[src/shared/pg_consts.svh]
// constants of the power-good monitor: offsets, fields, resets, timing
// assumes inclusion by bare name from the design file
`ifndef PG_CONSTS_SVH
`define PG_CONSTS_SVH

`define PG_CLOCK_MHZ       200
`define PG_GATE_TIME_US    800
`define PG_LIMIT_TIME_US   20

`define PG_ADDR_SELECT     4'h0
`define PG_ADDR_WINDOW     4'h1
`define PG_ADDR_CFG        4'h2
`define PG_ADDR_FAULT      4'h3
`define PG_ADDR_LIMIT_SEL  4'h4
`define PG_ADDR_IRQ        4'h5
`define PG_ADDR_STATUS     4'h6
`define PG_ADDR_MASK       4'h7
`define PG_ADDR_CONFIG     4'h8

`define PG_CFG_POL         0
`define PG_CFG_OD          1
`define PG_CFG_MODE        2
`define PG_CFG_HOLD        3

`define PG_IRQ_WARN        4
`define PG_IRQ_OV          5
`define PG_IRQ_SD          6

`define PG_SELECT_RESET    5'h0f
`define PG_WINDOW_RESET    4'h0
`define PG_CFG_RESET       4'h1
`define PG_MASK_RESET      5'h00
`define PG_LIMIT_RESET     8'h00

`endif

[src/shared/pg_pkg.sv]
// types shared by the power-good monitor and its bench
// assumes nothing beyond a SystemVerilog compiler
package pg_pkg;

    typedef enum logic [0:0] {
        PG_GATED      = 1'b0,
        PG_CONTINUOUS = 1'b1
    } pg_mode_t;

    typedef enum logic [1:0] {
        PG_IDLE   = 2'b00,
        PG_GATING = 2'b01,
        PG_WATCH  = 2'b10
    } pg_phase_t;

    typedef struct packed {
        logic       wr;
        logic       rd;
        logic [3:0] addr;
        logic [7:0] wdata;
    } reg_req_t;

    // analog comparator flags; rails ordered ldo1, ldo0, buck1, buck0
    typedef struct packed {
        logic       die_sd;
        logic       vana_ov;
        logic       die_warn;
        logic [3:0] limit;
        logic [3:0] ov_ok;
        logic [3:0] uv_ok;
    } sense_t;

endpackage

[src/verilog/power_good_monitor.sv]
// power-good aggregation and diagnostic interrupt logic
// assumes asynchronous comparator flags and same-clock sequencer inputs
//
// Overview of operation
// - each buck and ldo rail can be selected as a power-good source
// - a disabled regulator never pulls power-good inactive
// - thermal warning can be selected as a power-good source
// - power-good needs selected rails valid, no warning, no ov or shutdown irq
// - window bit 0 checks undervoltage only, 1 checks both limits
// - software picks pin polarity and push-pull or open-drain
// - mode bit 0 gated, 1 continuous; initial value from otp
// - power-good asserts when the otp load finishes
// - gated mode freezes power-good 800 us after sequencing or voltage change
// - gated mode latches rail faults and holds power-good low until cleared
// - continuous mode drops power-good when a monitored regulator enables
// - continuous mode follows regulation status with no gating window
// - rail fault bits stay set until written with 1
// - continuous mode holds power-good low while a monitored rail ramps
// - fault-hold bit keeps power-good low while any rail fault pends
// - each buck has a 3-bit peak current limit select
// - buck in current limit 20 us sets its irq and pulls irq pin low
// - ldo in current limit 20 us sets its irq and pulls irq pin low
// - live limit status, write-1 clear, mask bit keeps the irq off the irq pin
// - a config bit picks the thermal warning threshold
// - thermal warning sets irq, live status, write-1 clear and mask
// - write-1 clear is refused while the limit condition persists
// - polarity only affects the pin; internal status is active-high
//
// The implementer's own choices: the register offsets and the plain strobed port.
`timescale 1ns/1ps

`include "pg_consts.svh"

module power_good_monitor #(
    parameter int GATE_CYCLES = `PG_GATE_TIME_US * `PG_CLOCK_MHZ
) (
    input  wire logic             clock,
    input  wire logic             rst,
    input  wire pg_pkg::reg_req_t bus_req,
    output logic [7:0]            bus_rdata,
    input  wire pg_pkg::sense_t   sense_raw,
    input  wire logic [3:0]       rail_enable,
    input  wire logic [3:0]       rail_ramping,
    input  wire logic             volt_change_req,
    input  wire logic             otp_load_done,
    input  wire logic             otp_pg_mode,
    output logic [2:0]            buck0_limit_sel,
    output logic [2:0]            buck1_limit_sel,
    output logic                  die_warn_threshold,
    output logic                  power_good_out,
    output logic                  power_good_oe,
    output logic                  irq_out_n
);

    localparam int LIMIT_CYCLES = `PG_LIMIT_TIME_US * `PG_CLOCK_MHZ;
    localparam int SW           = $bits(pg_pkg::sense_t);

    ////////////////////////////////////////////////////////////////////////////////
    // input synchronisers

    logic [SW-1:0]         sync1;
    logic [SW-1:0]         sync2;
    logic [SW-1:0]         sync3;
    logic [SW-1:0]         sense_f;
    pg_pkg::sense_t        sense;

    // a change is taken only once the second and third stages agree
    always_ff @(posedge clock) begin
        if (rst) begin
            sync1   <= '0;
            sync2   <= '0;
            sync3   <= '0;
            sense_f <= '0;
        end else begin
            sync1   <= sense_raw;
            sync2   <= sync1;
            sync3   <= sync2;
            sense_f <= (sync2 & sync3) | (sense_f & (sync2 ^ sync3));
        end
    end

    assign sense = sense_f;

    ////////////////////////////////////////////////////////////////////////////////
    // registers

    logic [4:0]            pg_select;
    logic [3:0]            pg_window_sel;
    logic [3:0]            pg_cfg;
    logic [3:0]            rail_fault_latch;
    logic [7:0]            limit_sel;
    logic [6:0]            irq;
    logic [4:0]            irq_mask;
    logic                  pg_state;
    pg_pkg::pg_phase_t     phase;
    pg_pkg::pg_mode_t      mode;
    logic                  wr_sel;
    logic                  wr_win;
    logic                  wr_cfg;
    logic                  wr_lim;
    logic                  wr_mask;
    logic                  wr_conf;
    logic [3:0]            fault_clr;
    logic [6:0]            irq_clr;

    assign wr_sel    = bus_req.wr && bus_req.addr == `PG_ADDR_SELECT;
    assign wr_win    = bus_req.wr && bus_req.addr == `PG_ADDR_WINDOW;
    assign wr_cfg    = bus_req.wr && bus_req.addr == `PG_ADDR_CFG;
    assign wr_lim    = bus_req.wr && bus_req.addr == `PG_ADDR_LIMIT_SEL;
    assign wr_mask   = bus_req.wr && bus_req.addr == `PG_ADDR_MASK;
    assign wr_conf   = bus_req.wr && bus_req.addr == `PG_ADDR_CONFIG;
    assign fault_clr = (bus_req.wr && bus_req.addr == `PG_ADDR_FAULT) ?
                       bus_req.wdata[3:0] : 4'h0;
    assign irq_clr   = (bus_req.wr && bus_req.addr == `PG_ADDR_IRQ) ?
                       bus_req.wdata[6:0] : 7'h00;

    always_ff @(posedge clock) begin
        if (rst) begin
            pg_select          <= `PG_SELECT_RESET;
            pg_window_sel      <= `PG_WINDOW_RESET;
            limit_sel          <= `PG_LIMIT_RESET;
            irq_mask           <= `PG_MASK_RESET;
            die_warn_threshold <= 1'b0;
        end else begin
            if (wr_sel)
                pg_select <= bus_req.wdata[4:0];
            if (wr_win)
                pg_window_sel <= bus_req.wdata[3:0];
            if (wr_lim)
                limit_sel <= bus_req.wdata;
            if (wr_mask)
                irq_mask <= bus_req.wdata[4:0];
            if (wr_conf)
                die_warn_threshold <= bus_req.wdata[0];
        end
    end

    // mode bit is seeded from otp at load end, software may change it later
    always_ff @(posedge clock) begin
        if (rst) begin
            pg_cfg <= `PG_CFG_RESET;
        end else if (otp_load_done) begin
            pg_cfg[`PG_CFG_MODE] <= otp_pg_mode;
        end else if (wr_cfg) begin
            pg_cfg <= bus_req.wdata[3:0];
        end
    end

    assign mode            = pg_pkg::pg_mode_t'(pg_cfg[`PG_CFG_MODE]);
    assign buck0_limit_sel = limit_sel[2:0];
    assign buck1_limit_sel = limit_sel[6:4];

    ////////////////////////////////////////////////////////////////////////////////
    // current limit and thermal warning qualification

    logic [4:0]            qual_cond;
    logic [4:0]            qualified;
    logic [6:0]            irq_active;
    logic [6:0]            irq_set;

    assign qual_cond = {sense.die_warn, sense.limit};

    genvar ch;
    generate
        for (ch = 0; ch < 5; ch++) begin : gen_qual
            logic [12:0] cnt;
            always_ff @(posedge clock) begin
                if (rst || !qual_cond[ch])
                    cnt <= 13'h0000;
                else if (cnt != 13'(LIMIT_CYCLES - 1))
                    cnt <= cnt + 13'h0001;
            end
            assign qualified[ch] = qual_cond[ch] && cnt == 13'(LIMIT_CYCLES - 1);
        end
    endgenerate

    assign irq_set    = {sense.die_sd, sense.vana_ov, qualified};
    assign irq_active = {sense.die_sd, sense.vana_ov, qualified};

    // a set in the clearing cycle wins; clears are refused while active
    always_ff @(posedge clock) begin
        if (rst)
            irq <= 7'h00;
        else
            irq <= (irq & ~(irq_clr & ~irq_active)) | irq_set;
    end

    // ov and shutdown interrupts have no mask
    always_ff @(posedge clock) begin
        if (rst)
            irq_out_n <= 1'b1;
        else
            irq_out_n <= ~|(irq & {2'b11, ~irq_mask});
    end

    ////////////////////////////////////////////////////////////////////////////////
    // rail monitoring

    logic [3:0]            rail_ok;
    logic [3:0]            monitored;
    logic [3:0]            enable_q;
    logic [3:0]            enable_rise;
    logic [3:0]            fault_set;
    logic                  fault_armed;
    logic                  sources_ok;
    logic                  die_warn_status;

    assign rail_ok         = sense.uv_ok & (~pg_window_sel | sense.ov_ok);
    assign monitored       = pg_select[3:0] & rail_enable;
    assign enable_rise     = monitored & ~enable_q;
    assign die_warn_status = qualified[4];
    assign fault_armed     = (mode == pg_pkg::PG_GATED) ? (phase == pg_pkg::PG_WATCH) :
                             (phase != pg_pkg::PG_IDLE);
    // a rail moving between targets is not a fault in continuous mode
    assign fault_set       = monitored & ~rail_ok & {4{fault_armed}} &
                             ((mode == pg_pkg::PG_GATED) ? 4'hf : ~rail_ramping);
    assign sources_ok      = &(~monitored | rail_ok)
                             && !(pg_select[4] && die_warn_status)
                             && !irq[`PG_IRQ_OV] && !irq[`PG_IRQ_SD];

    always_ff @(posedge clock) begin
        if (rst)
            enable_q <= 4'h0;
        else
            enable_q <= monitored;
    end

    always_ff @(posedge clock) begin
        if (rst)
            rail_fault_latch <= 4'h0;
        else
            rail_fault_latch <= (rail_fault_latch & ~fault_clr) | fault_set;
    end

    ////////////////////////////////////////////////////////////////////////////////
    // gating window and power-good state

    logic [31:0]           gate_count;
    logic                  next_pg_state;

    always_ff @(posedge clock) begin
        if (rst) begin
            phase      <= pg_pkg::PG_IDLE;
            gate_count <= 32'h0000_0000;
        end else begin
            case (phase)
                pg_pkg::PG_IDLE: begin
                    if (otp_load_done) begin
                        phase      <= pg_pkg::PG_GATING;
                        gate_count <= 32'(GATE_CYCLES);
                    end
                end
                pg_pkg::PG_GATING: begin
                    if (volt_change_req)
                        gate_count <= 32'(GATE_CYCLES);
                    else if (gate_count <= 32'h0000_0001)
                        phase <= pg_pkg::PG_WATCH;
                    else
                        gate_count <= gate_count - 32'h0000_0001;
                end
                pg_pkg::PG_WATCH: begin
                    if (volt_change_req) begin
                        phase      <= pg_pkg::PG_GATING;
                        gate_count <= 32'(GATE_CYCLES);
                    end
                end
                default: begin
                    phase <= pg_pkg::PG_IDLE;
                end
            endcase
        end
    end

    always_comb begin
        next_pg_state = pg_state;
        if (otp_load_done) begin
            next_pg_state = 1'b1;
        end else if (phase == pg_pkg::PG_IDLE) begin
            next_pg_state = pg_state;
        end else if (mode == pg_pkg::PG_GATED) begin
            if (phase == pg_pkg::PG_WATCH)
                next_pg_state = sources_ok && !(|rail_fault_latch);
        end else begin
            next_pg_state = sources_ok
                            && !(|(monitored & rail_ramping))
                            && !(|enable_rise)
                            && !(pg_cfg[`PG_CFG_HOLD] && |rail_fault_latch);
        end
    end

    // glitches of the combining logic stop at this flop
    always_ff @(posedge clock) begin
        if (rst)
            pg_state <= 1'b0;
        else
            pg_state <= next_pg_state;
    end

    // open drain releases for the high level, pulls low otherwise
    always_comb begin
        if (pg_cfg[`PG_CFG_OD]) begin
            power_good_out = 1'b0;
            power_good_oe  = pg_state ^ pg_cfg[`PG_CFG_POL];
        end else begin
            power_good_out = ~(pg_state ^ pg_cfg[`PG_CFG_POL]);
            power_good_oe  = 1'b1;
        end
    end

    ////////////////////////////////////////////////////////////////////////////////
    // read port

    always_ff @(posedge clock) begin
        if (rst) begin
            bus_rdata <= 8'h00;
        end else begin
            bus_rdata <= 8'h00;
            if (bus_req.rd) begin
                case (bus_req.addr)
                    `PG_ADDR_SELECT:    bus_rdata <= {3'h0, pg_select};
                    `PG_ADDR_WINDOW:    bus_rdata <= {4'h0, pg_window_sel};
                    `PG_ADDR_CFG:       bus_rdata <= {4'h0, pg_cfg};
                    `PG_ADDR_FAULT:     bus_rdata <= {4'h0, rail_fault_latch};
                    `PG_ADDR_LIMIT_SEL: bus_rdata <= limit_sel;
                    `PG_ADDR_IRQ:       bus_rdata <= {1'b0, irq};
                    `PG_ADDR_STATUS:    bus_rdata <= {sense.die_sd, sense.vana_ov, pg_state,
                                                      die_warn_status, sense.limit};
                    `PG_ADDR_MASK:      bus_rdata <= {3'h0, irq_mask};
                    `PG_ADDR_CONFIG:    bus_rdata <= {7'h00, die_warn_threshold};
                    default:            bus_rdata <= 8'h00;
                endcase
            end
        end
    end
endmodule

[config.mk]
export PLATFORM = sky130hd
export DESIGN_NAME = power_good_monitor
export DESIGN_NICKNAME = d
export VERILOG_FILES = /design/src/shared/pg_pkg.sv /design/src/verilog/power_good_monitor.sv
export VERILOG_INCLUDE_DIRS = /design/src /design/src/shared
export SDC_FILE = /design/constraint.sdc
export NUM_CORES = 1
export LEC_CHECK = 0
export BUFFER_PORTS_ARGS = -buffer_cell sky130_fd_sc_hd__buf_2
export CAP_MARGIN = 20
export CORE_MARGIN = 2
export CORE_UTILIZATION = 30
export DETAILED_ROUTE_END_ITERATION = 16
export GPL_TIMING_DRIVEN = 0
export PLACE_DENSITY = 0.52
export SETUP_SLACK_MARGIN = 0.3
export SLEW_MARGIN = 25
export SYNTH_ARGS = -nofsm -noshare
export SYNTH_HDL_FRONTEND = slang
export SYNTH_SLANG_ARGS = --single-unit
[constraint.sdc]
create_clock -name clock -period 2.68 [get_ports clock]
set_input_delay 0.268 -clock clock [delete_from_list [all_inputs] [get_ports clock]]
set_output_delay 0.268 -clock clock [all_outputs]
set_load 0.01 [all_outputs]
Word-level counts from Yosys, hierarchy flattened

Cells that the tools add are included.

Register bits: 211
Bits in latches: 0
Bits in writable memories: 0
Memory bits (read-only): 0
Memories kept: 0

Add/sub/neg operators: 6
Multipliers: 0
Div/mod/pow operators: 0
Order comparisons: 1
Equal/unequal tests: 25
Shifts and indexed selects: 0
Mux-type cells: 23
Bitwise gates (word level): 32
Reduce and logical (&&, ||, !) cells: 56

Operator list:

| kind                    | count |
|---|---|
| $mux W32                | 4 |
| $pmux W32 S3            | 1 |
| $pmux W8 S9             | 1 |
| $add A13 B1 Y13 const B | 5 |
| $eq A13 B12 Y1 const B  | 5 |
| $ne A13 B12 Y1 const B  | 5 |
| $and A4 B4 Y4           | 8 |
| $le A32 B1 Y1 const B   | 1 |
| $sub A32 B1 Y32 const B | 1 |
| $and A15 B15 Y15        | 2 |
| $not A4 Y4              | 6 |
| $logic_and A1 B1 Y1     | 22 |
| $and A7 B7 Y7           | 3 |
| $eq A4 B3 Y1 const B    | 4 |
| $or A15 B15 Y15         | 1 |
| $xor A15 B15 Y15        | 1 |
| $not A7 Y7              | 2 |
| $logic_not A1 Y1        | 13 |
| $or A4 B4 Y4            | 3 |
| $reduce_and A4 Y1       | 3 |
| $reduce_or A4 Y1        | 3 |
| $eq A4 B2 Y1 const B    | 2 |
| $mux W1                 | 8 |
| $mux W2                 | 4 |
| other kinds (22)        | 35 |

Depth between registers and ports, before layout

Gate-level depths: netlist of the first run.

Depth after elaboration: 14
Depth in mapped cells: 10
Gate-level depth less buffers: 8

Least setup slack after synthesis of the first run

No wires, ideal clock.

Path type: reg-to-reg
Start point: register gate_count[0]
End point: register gate_count[21]
Setup time: 0.114 ns
Arrival time: 1.925 ns
Data required time: 2.566 ns
Setup slack: 0.641 ns
Stages on the path, launching flop included: 11
Buffers on the path: 2
Clock period less this slack: 2.039 ns
Cells stage by stage: dfxtp_1 > inv_1 > ha_1 > or2_2 > o2111ai_1 > o41a_1 > buf_6 > clkbuf_1 > nand3_1 > xor2_1 > nor2_1

Cells in the longest elaborated chain, start to end: 4
Elaborated cells on any way between the ends: 7

RTL lines:

| what                     | RTL line                  | RTL |
|---|---|---|
| start: declaration       | power_good_monitor.sv:238 | `logic [31:0] gate_count;` |
| start signal: assignment | power_good_monitor.sv:250 | `gate_count <= 32'(GATE_CYCLES);` |
| start signal: assignment | power_good_monitor.sv:255 | `gate_count <= 32'(GATE_CYCLES);` |
| start signal: assignment | power_good_monitor.sv:259 | `gate_count <= gate_count - 32'h0000_0001;` |
| $sub A32 B1 Y32          | power_good_monitor.sv:259 |  |
| $mux W32                 | power_good_monitor.sv:256 | `else if (gate_count <= 32'h0000_0001)` |
| $mux W32                 | power_good_monitor.sv:254 | `if (volt_change_req)` |
| $pmux W32 S3             | power_good_monitor.sv:246 | `case (phase)` |

Parallel ways exist; a longest one is shown, timed or not. The select of a mux whose other input is x is not followed.
A chain may end at the register's enable or synchronous reset.

Final worst setup path of the first run

Start point: register gate_count[12]
End point: register gate_count[26]

Same word-level chain as after synthesis.

==> results of run 1 <==
## sequential cells by signal, indices dropped and copies added (netlist names)
register	flops
sense	15
irq	7
limit_sel	8
pg_cfg	4
sync1	15
gen_qual.cnt	65
rail_fault_latch	4
bus_rdata	8
pg_window_sel	4
pg_select	5
die_warn_threshold	1
phase	2
sync3	15
pg_state	1
irq_mask	5
enable_q	4
gate_count	32
sync2	15
irq_out_n	1
## tightest hold or removal path, stage by stage
cell and delay [ns]:
buf_2 0.11, mux2i_1 0.07, nor2_1 0.08
## path summary, 6_finish.rpt
kind / startpoint / endpoint / slack (ns) / depth (start not counted)
min reg2reg: sync1[4] / sync2[4] / 0.43 / 1
min: bus_req[5] / limit_sel[5] / 0.04 / 3
max: gate_count[12] / gate_count[26] / 0.44 / 6
max reg2reg: gate_count[12] / gate_count[26] / 0.44 / 6
## metrics by stage
step | instance area [sq um] | instances | utilization [%] | hold WS (ns)
after floorplan | 8850 | 1000 | - | 0.386
after global placement | 9600 | 1439 | 33.3 | 0.416
after detailed placement | 9600 | 1439 | 33.3 | 0.423
after CTS | 10600 | 1501 | 36.8 | 0.0256
after global routing | 10700 | 1507 | 37.1 | 0.0375
final | 10700 | 1507 | 37.1 | 0.0398
## area by class of cell
| type | count | area, sq um | share of cell area, % |
|---|---|---|---|
| buffer | 48 | 240 | 2.25 |
| clock buffer | 39 | 748 | 6.99 |
| clock inverter | 7 | 91.3 | 0.854 |
| multi-input combinational | 723 | 4360 | 40.8 |
| tap | 384 | 480 | 4.49 |
| timing repair buffer | 77 | 480 | 4.49 |
| inverter | 18 | 67.6 | 0.632 |
| sequential | 211 | 4230 | 39.5 |
## layer usage
metal	GRT usage [%]	vias to the layer above	part of all wire, %
met3	2.25	35	4.2
met4	3.93	2	2.0
met2	23.0	130	45
met5	0	-	0.050
met1	19.4	3346	49
li1	-	3703	-
## power breakdown
| group | switching, mW | internal, mW | leakage (nW) | total (mW) |
|---|---|---|---|---|
| clock | 1.31 | 2.10 | 0.411 | 3.42 |
| sequential | 0.0955 | 3.24 | 1.71 | 3.33 |
| combinational | 0.498 | 0.336 | 1.90 | 0.834 |
## layout by cell type, fill, tap and decap left out, types with 16 or more instances in the layout
master and count:
dfxtp_1 210, a21oi_1 78, or3_1 19, nand2_1 68, buf_2 57, nor4_1 16, xor2_1 34, nand4_1 22
xnor2_1 31, mux2i_1 24, inv_1 18, nand3_1 28, and3_1 16, clkbuf_1 33, ha_1 22, clkbuf_16 25
nor2b_1 61, nor2_1 153, o21ai_0 28, nor3_1 28, dlygate4sd3_1 16
## logic make-up (layout without fill, tap and decap cells)
group | count (synthesis) | count (layout) | synth area share, %
DFF | 211 | 211 | 47.7
and+or+nand+nor | 456 | 456 | 26.0
adders and majority gates | 22 | 22 | 3.11
xor gates and xnor gates | 65 | 65 | 6.43
muxes | 26 | 26 | 2.97
buffers and inverters | 66 | 189 | 3.42
AOI/OAI and AO/OA | 154 | 154 | 10.4
## timing repair
action                                  CTS  global route
pin swaps                                 0             3
endpoints found under the hold margin    16             0
endpoints found under the setup margin    6            44
gates resized for setup                   2            12
hold buffers                             16             0
cloned                                    0             0
setup buffers                             0             6
==> impl_results.md, run 1 <==
* FF+latch count, synth at between 200 and 250
* Die ar. at approximately 31000 sq um
* Area Overhead vs Synth at 20.9%
* Warning count from the yosys run at 0
* Site Rows at 62
* Leakage at between 4 and 5 nW
* Routed WL per cell at 14.7 um
* Total power draw at about 7.6 mW
* CP startpoint kind: register
* CP Class: reg2reg
* Slew margin rel. at roughly 45%
* GP Congestion at ~0.83
* Initial drt markers at between 200 and 300
* Dominant cell type by area after synthesis: dfxtp_1
* Critical Path End Type: register
* Final net count at 1168
* Synth cell types at 52
* Minimum clock period at approximately 2.2 ns
* Clk pin slew, worst setup/hold paths at 0.06 ns
* Io pins at 60
* Initial Util at between 30% and 40%
* Status: completed
* CTS tree: yes
* RSZ-0062 raised after global routing: false
* Max Root-Sink Buffers at 3
* Syn Nets at between 1000 and 1500
* Post-Route WL at about 22000 um
* Synth area leaders: dfxtp_1, nor2_1, a21oi_1, nor2b_1, xor2_1
* Tot GR Track Use at between 10 and 15%
* Max Cap Viol at 0
* CTS H-tree lvls at 1
* Top cell family by delay on the critical path: simple AND/OR/NAND/NOR gates
* Count leader, synth: dfxtp_1
* Estimated wirelength of the detail-placed design at roughly 16000 um
* DRT Pass-1 Iters at 5
* Vias in the first global route at between 6000 and 7000
* CTS sink cnt at between 200 and 250
* Ys flop type: dfxtp_1
* Root Buffer: clkbuf_16
* Worst Max-Slew Pin Slew at between 0.8 and 0.9 ns
* Post-Syn Instances at 1000
* Post-synth ARST share at 0%
* Final WS setup at ~0.44 ns
* Largest fanout on the critical path at 4
* Worst path slowest cell: or4_1
* CP max stage delay at between 0.4 and 0.5 ns
* Global route total overflow at 0
* Top cells by count, synth: dfxtp_1, nor2_1, a21oi_1
* Pre-CTS WS at around 0.24 ns
* I/O Buffers at 55
* First-pass GRT wire length at 35700 um
* Worst Path Arrival at about 2.7 ns
* Synth top area share at 47.7%
* Total CTS buffers at 25
* Setup TNS at 0 ns
* Fin. Hold Viols at 0
* Critical path buffer and inverter count at 0
* Die X at 176 um
* Critical-path cell list: nor4_4, and4b_2, nand2_1, or4_1, or3_1, a21oi_1
* Total number of vias at 7216
* Antenna fix cells at 0
* Setup violators final at 0
* CORE AREA at about 29000 sq um
* Fillers at 3014
* Worst-skew pair later-pin latency at approximately 0.52 ns
* FMAX at 0.446 GHz
* Ratio of cells with drive above 1 in the final layout at 11.6%
* Largest net degree at the start of global routing at 13
* Die extent in y at between 150 and 200 um
* DRC Markers at 0
* Seq/Total Area, Yosys at a little under half
* Final Skew at between 0.009 and 0.01 ns
* Pwr/cell area at 709 nW/um^2
* Required time of the critical path at between 3 and 4 ns
* Final Cycle Share at approximately 84%
* Vias/cell at roughly 4.8
* Final ANT Viol Nets at 0
* Avg Cell Area, Syn at 8.85 sq um
* Post-synth EDFFs at 0
* Initial antenna violation count at 1
* Fin. max-slew vios at 0
* Mapped cell area at roughly 8800 sq um
* Worst hold path type: in2reg
* Maximum vdd drop at 0.542 mV
No activity file was read; power rests on OpenSTA's default activity.
==> inputs of run 2 (changes only) <==
clock period = 2.1 ns   (was 2.68 ns; I/O delays follow)
==> impl_results.md, run 2 (synthesized netlist as in run 1, its figures left out) <==
* Vias/cell at just under 5
* Total number of vias at between 7000 and 8000
* Slew margin rel. at between 40% and 50%
* GP Congestion at around 0.85
* Worst-skew pair later-pin latency at around 0.53 ns
* Total CTS buffers at 24
* FMAX at ~0.47 GHz
* CP Class: reg2reg
* Required time of the critical path at around 2.5 ns
* Pwr/cell area at about 850 nW/um^2
* Commonest non-fill, non-tap cell in the layout: dfxtp_1
* Fin. max-slew vios at 0
* Leakage at approximately 4.4 nW
* Die X at approximately 180 um
* I/O Buffers at between 50 and 60
* Largest register FFs at 65
* Area Overhead vs Synth at 32.8%
* Global route total overflow at 0
* Ratio of cells with drive above 1 in the final layout at roughly 24%
* Post-route insts no fill at ~1600
* Final hold slack at 0.00932 ns
* Final net count at 1225
* Vias in the first global route at 7135
* Failing checks: negative setup slack
* Largest registers: gen_qual.cnt (65), gate_count (32)
* Most frequent cells in the layout: dfxtp_1, nor2_1, a21oi_1
* Status: finished with violations
* Largest fanout on the critical path at 5
* DRT Pass-1 Iters at 5
* Routed WL per cell at approximately 15 um
* Initial antenna violation count at 2
* Most flops, register: gen_qual.cnt
* Io pins at 60
* Total placed cells including tap cells at 1439
* First-pass GRT wire length at 37500 um
* Max Cap Viol at 0
* Post-Route WL at between 20000 and 25000 um
* CTS tree: yes
* Final Skew at about 0.012 ns
* Final ANT Viol Nets at 0
* Worst Max-Slew Pin Slew at approximately 0.79 ns
* Final Cycle Share at 102%
* RSZ-0062 raised after global routing: true
* CP startpoint kind: register
* CTS H-tree lvls at 1
* Worst hold path type: in2reg
* CTS sink cnt at 211
* Critical Path End Type: register
* CORE AREA at slightly below 30000 sq um
* Max Root-Sink Buffers at 3
* Pre-CTS WS at -0.203 ns
* Setup violators final at 11
* Die extent in y at 176 um
* Minimum clock period at around 2.1 ns
* DRC Markers at 0
* Estimated wirelength of the detail-placed design at between 15000 and 20000 um
* Site Rows at 62
* Tot GR Track Use at 14.9%
* Setup TNS at -0.156 ns
* Final WS setup at -0.0413 ns
* Largest net degree at the start of global routing at 13
* Total power draw at 9.94 mW
* Initial Util at a little under a third
* Die ar. at just over 30000 sq um
* Maximum vdd drop at approximately 0.64 mV
* Clk pin slew, worst setup/hold paths at approximately 0.060 ns
* Root Buffer: clkbuf_16
* Worst Path Arrival at 2.55 ns
* Fin. Hold Viols at 0
* Initial drt markers at 431
run 2: cell type report:
type | count | area (sq um)
multi-input combinational | 723 | 4800
tap | 384 | 480
clock inverter | 4 | 81.3
clock buffer | 37 | 729
sequential | 211 | 4280
buffer | 48 | 324
fill | 2934 | 17100
timing repair buffer | 135 | 975
inverter | 18 | 67.6
antenna | 2 | 5.00
run 2: what timing repair did:
item | in CTS | in global routing
endpoints found under the setup margin | 72 | 77
endpoints found under the hold margin | 25 | 0
setup buffers | 40 | 16
resized for setup | 66 | 73
hold buffers | 23 | 0
cloned | 1 | 0
pin swaps | 47 | 30
run 2: worst paths after layout:
path                                startpoint              to  slack (ns)  cells after the start
worst max-delay path             gate_count[1]  gate_count[25]       -0.04                      8
worst min register to register       sync1[12]       sync2[12]        0.43                      1
worst min-delay path            rail_enable[0]     enable_q[0]       0.009                      3
worst max register to register   gate_count[1]  gate_count[25]       -0.04                      8
run 2: routing by layer:
layer	vias up	wire length (um)	track usage [%]
li1	3783	-	-
met1	3599	11600	20.6
met2	148	10500	23.7
met3	37	1030	2.45
met4	0	584	4.51
met5	-	0	0
run 2: worst max-delay path, cell delays in order (launching register included):
cell       delay [ns]
dfxtp_2          0.37
inv_1            0.08
ha_2             0.20
or2_2            0.33
o2111ai_2        0.15
o41ai_4          0.14
or4_1            0.52
xor2_1           0.18
nor2_2           0.06
run 2: where the power goes:
group	leakage, nW	switching, mW	internal, mW
registers	1.73	0.137	4.13
clock network	0.398	1.67	2.62
logic	2.30	0.762	0.623
total	4.43	2.57	7.37
run 2: through the flow:
stage          util, %  cell area, sq um
3_5_place_dp      33.8              9740
2_1_floorplan        -              8990
6_report          40.7             11700
3_3_place_gp      33.8              9740
5_1_grt           40.7             11700
4_1_cts           39.4             11400
==> inputs of run 3 (changes only) <==
CAP_MARGIN = not set   (was 20)
CORE_MARGIN = 3   (was 2)
GPL_ROUTABILITY_DRIVEN = 0   (was not set)
==> impl_results.md, run 3 (synthesized netlist as in run 1, its figures left out) <==
* Status: finished with violations
* Failing checks: negative setup slack
* Critical Path End Type: register
* Largest fanout on the critical path at 10
* Fin. max-slew vios at 0
* Most frequent cells in the layout: dfxtp_1, nor2_1, a21oi_1
* Global route total overflow at 0
* Final net count at around 1200
* Clk pin slew, worst setup/hold paths at about 0.060 ns
* CP startpoint kind: register
* Worst-skew pair later-pin latency at between 0.5 and 0.6 ns
* CTS H-tree lvls at 1
* Largest registers: gen_qual.cnt (65), gate_count (32)
* Total number of vias at 7574
* Post-route insts no fill at 1567
* Final ANT Viol Nets at 0
* Estimated wirelength of the detail-placed design at 16000 um
* Post-Route WL at around 24000 um
* Power share of the combinational group at 13.5%
* Die X at 178 um
* Fin. Hold Viols at 0
* Final Cycle Share at 101%
* Finished Core Util at ~41%
* Initial antenna violation count at 0
* FMAX at between 0.4 and 0.5 GHz
* Worst Path Arrival at roughly 2.6 ns
* Max Cap Viol at 0
* CTS tree: yes
* Required time of the critical path at 2.55 ns
* Setup violators final at 11
* Vias/cell at slightly below 5
* Max Root-Sink Buffers at 3
* Final Skew at slightly below 0.007 ns
* CTS sink cnt at 211
* CORE AREA at between 20000 and 30000 sq um
* CP Class: reg2reg
* Commonest non-fill, non-tap cell in the layout: dfxtp_1
* Largest register FFs at 65
* Slew margin rel. at between 40% and 50%
* Seq pwr share at 43.5%
* Net Sw Frac at between 20% and 30%
* Initial Util at 30.7%
* Tot GR Track Use at around 15%
* DRT Pass-1 Iters at 4
* First-pass GRT wire length at 37900 um
* Antenna fix cells at 0
* Io pins at 60
* Total placed cells including tap cells at between 1000 and 1500
* I/O Buffers at between 50 and 60
* Cells on worst reg2reg path at 7
* Worst Max-Slew Pin Slew at 0.823 ns
* Leakage at approximately 4.5 nW
* Final WS setup at -0.0308 ns
* Root Buffer: clkbuf_16
* Final hold slack at 0.00582 ns
* Initial drt markers at between 400 and 500
* Ratio of cells with drive above 1 in the final layout at a little under a quarter
* Die ar. at 31600 sq um
* Fraction of power consumed by the clock network at between 40% and 50%
* Pwr/cell area at about 830 nW/um^2
* Routed WL per cell at 15.1 um
* Most flops, register: gen_qual.cnt
* Largest net degree at the start of global routing at 13
* RSZ-0062 raised after global routing: true
* Pre-CTS WS at -0.299 ns
* Cells on Worst Hold Path at 3
* Internal at a little over 7 mW
* Area Overhead vs Synth at 33.0%
* DRC Markers at 0
* Reg2Reg Setup Slack at -0.03 ns
* Switching power total at 2.56 mW
* Total CTS buffers at 25
* Worst hold path type: in2reg
* Minimum clock period at approximately 2.1 ns
* Site Rows at a little over 60
* Maximum vdd drop at 0.567 mV
* Vias in the first global route at between 7000 and 8000
* Die extent in y at ~180 um
run 3: layout make-up:
type	instances	area [sq um]
buffer	48	308
clock inverter	8	72.6
sequential	211	4270
multi-input combinational	723	4820
clock buffer	37	731
timing repair buffer	138	1020
fill	2949	17100
tap	384	480
inverter	18	67.6
run 3: path summary, 6_finish.rpt:
kind | end | from
hold reg to reg | sync2[7] | sync1[7]
setup reg to reg | gate_count[10] | gate_count[25]
setup / recovery | gate_count[10] | gate_count[25]
hold / removal | enable_q[0] | rail_enable[0]
run 3: timing repair:
action | 4_1_cts | 5_1_grt
hold buffers | 24 | 0
endpoints found under the setup margin | 74 | 74
pin swaps | 40 | 30
hold endpoints to repair | 25 | 0
gates cloned | 1 | 1
gates resized for setup | 60 | 68
setup buffers | 43 | 14
run 3: per-layer routing:
layer  global-route usage, %  wire length, um
met5                       0                0
met4                    3.73              469
met3                    2.20             1050
met2                    23.6            10700
met1                    20.7            11300
run 3: critical path, cell delays in order (launching register included):
cell and delay (ns):
dfxtp_1 0.34, or4_4 0.57, o41a_1 0.45, buf_6 0.14, a21o_1 0.18, buf_6 0.15
buf_8 0.14, nor2_1 0.10
run 3: power groups by stage:
stage | clock [mW] | combinational (mW) | sequential [mW]
3_3_place_gp | 0 | 1.04 | 4.34
6_report | 4.22 | 1.32 | 4.26
4_1_cts | 4.34 | 1.20 | 4.25
3_5_place_dp | 0 | 1.04 | 4.34
5_1_grt | 4.50 | 1.46 | 4.28
2_1_floorplan | 0 | 0.763 | 4.31
run 3: per-stage QoR:
step	total power, mW	setup TNS, ns	instance area, sq um
after floorplan	5.07	0	8990
after global placement	5.38	-4.42	9740
after detailed placement	5.38	-4.98	9740
after CTS	9.79	-0.0806	11400
after global routing	10.2	-1.86	11800
final	9.80	-0.117	11800
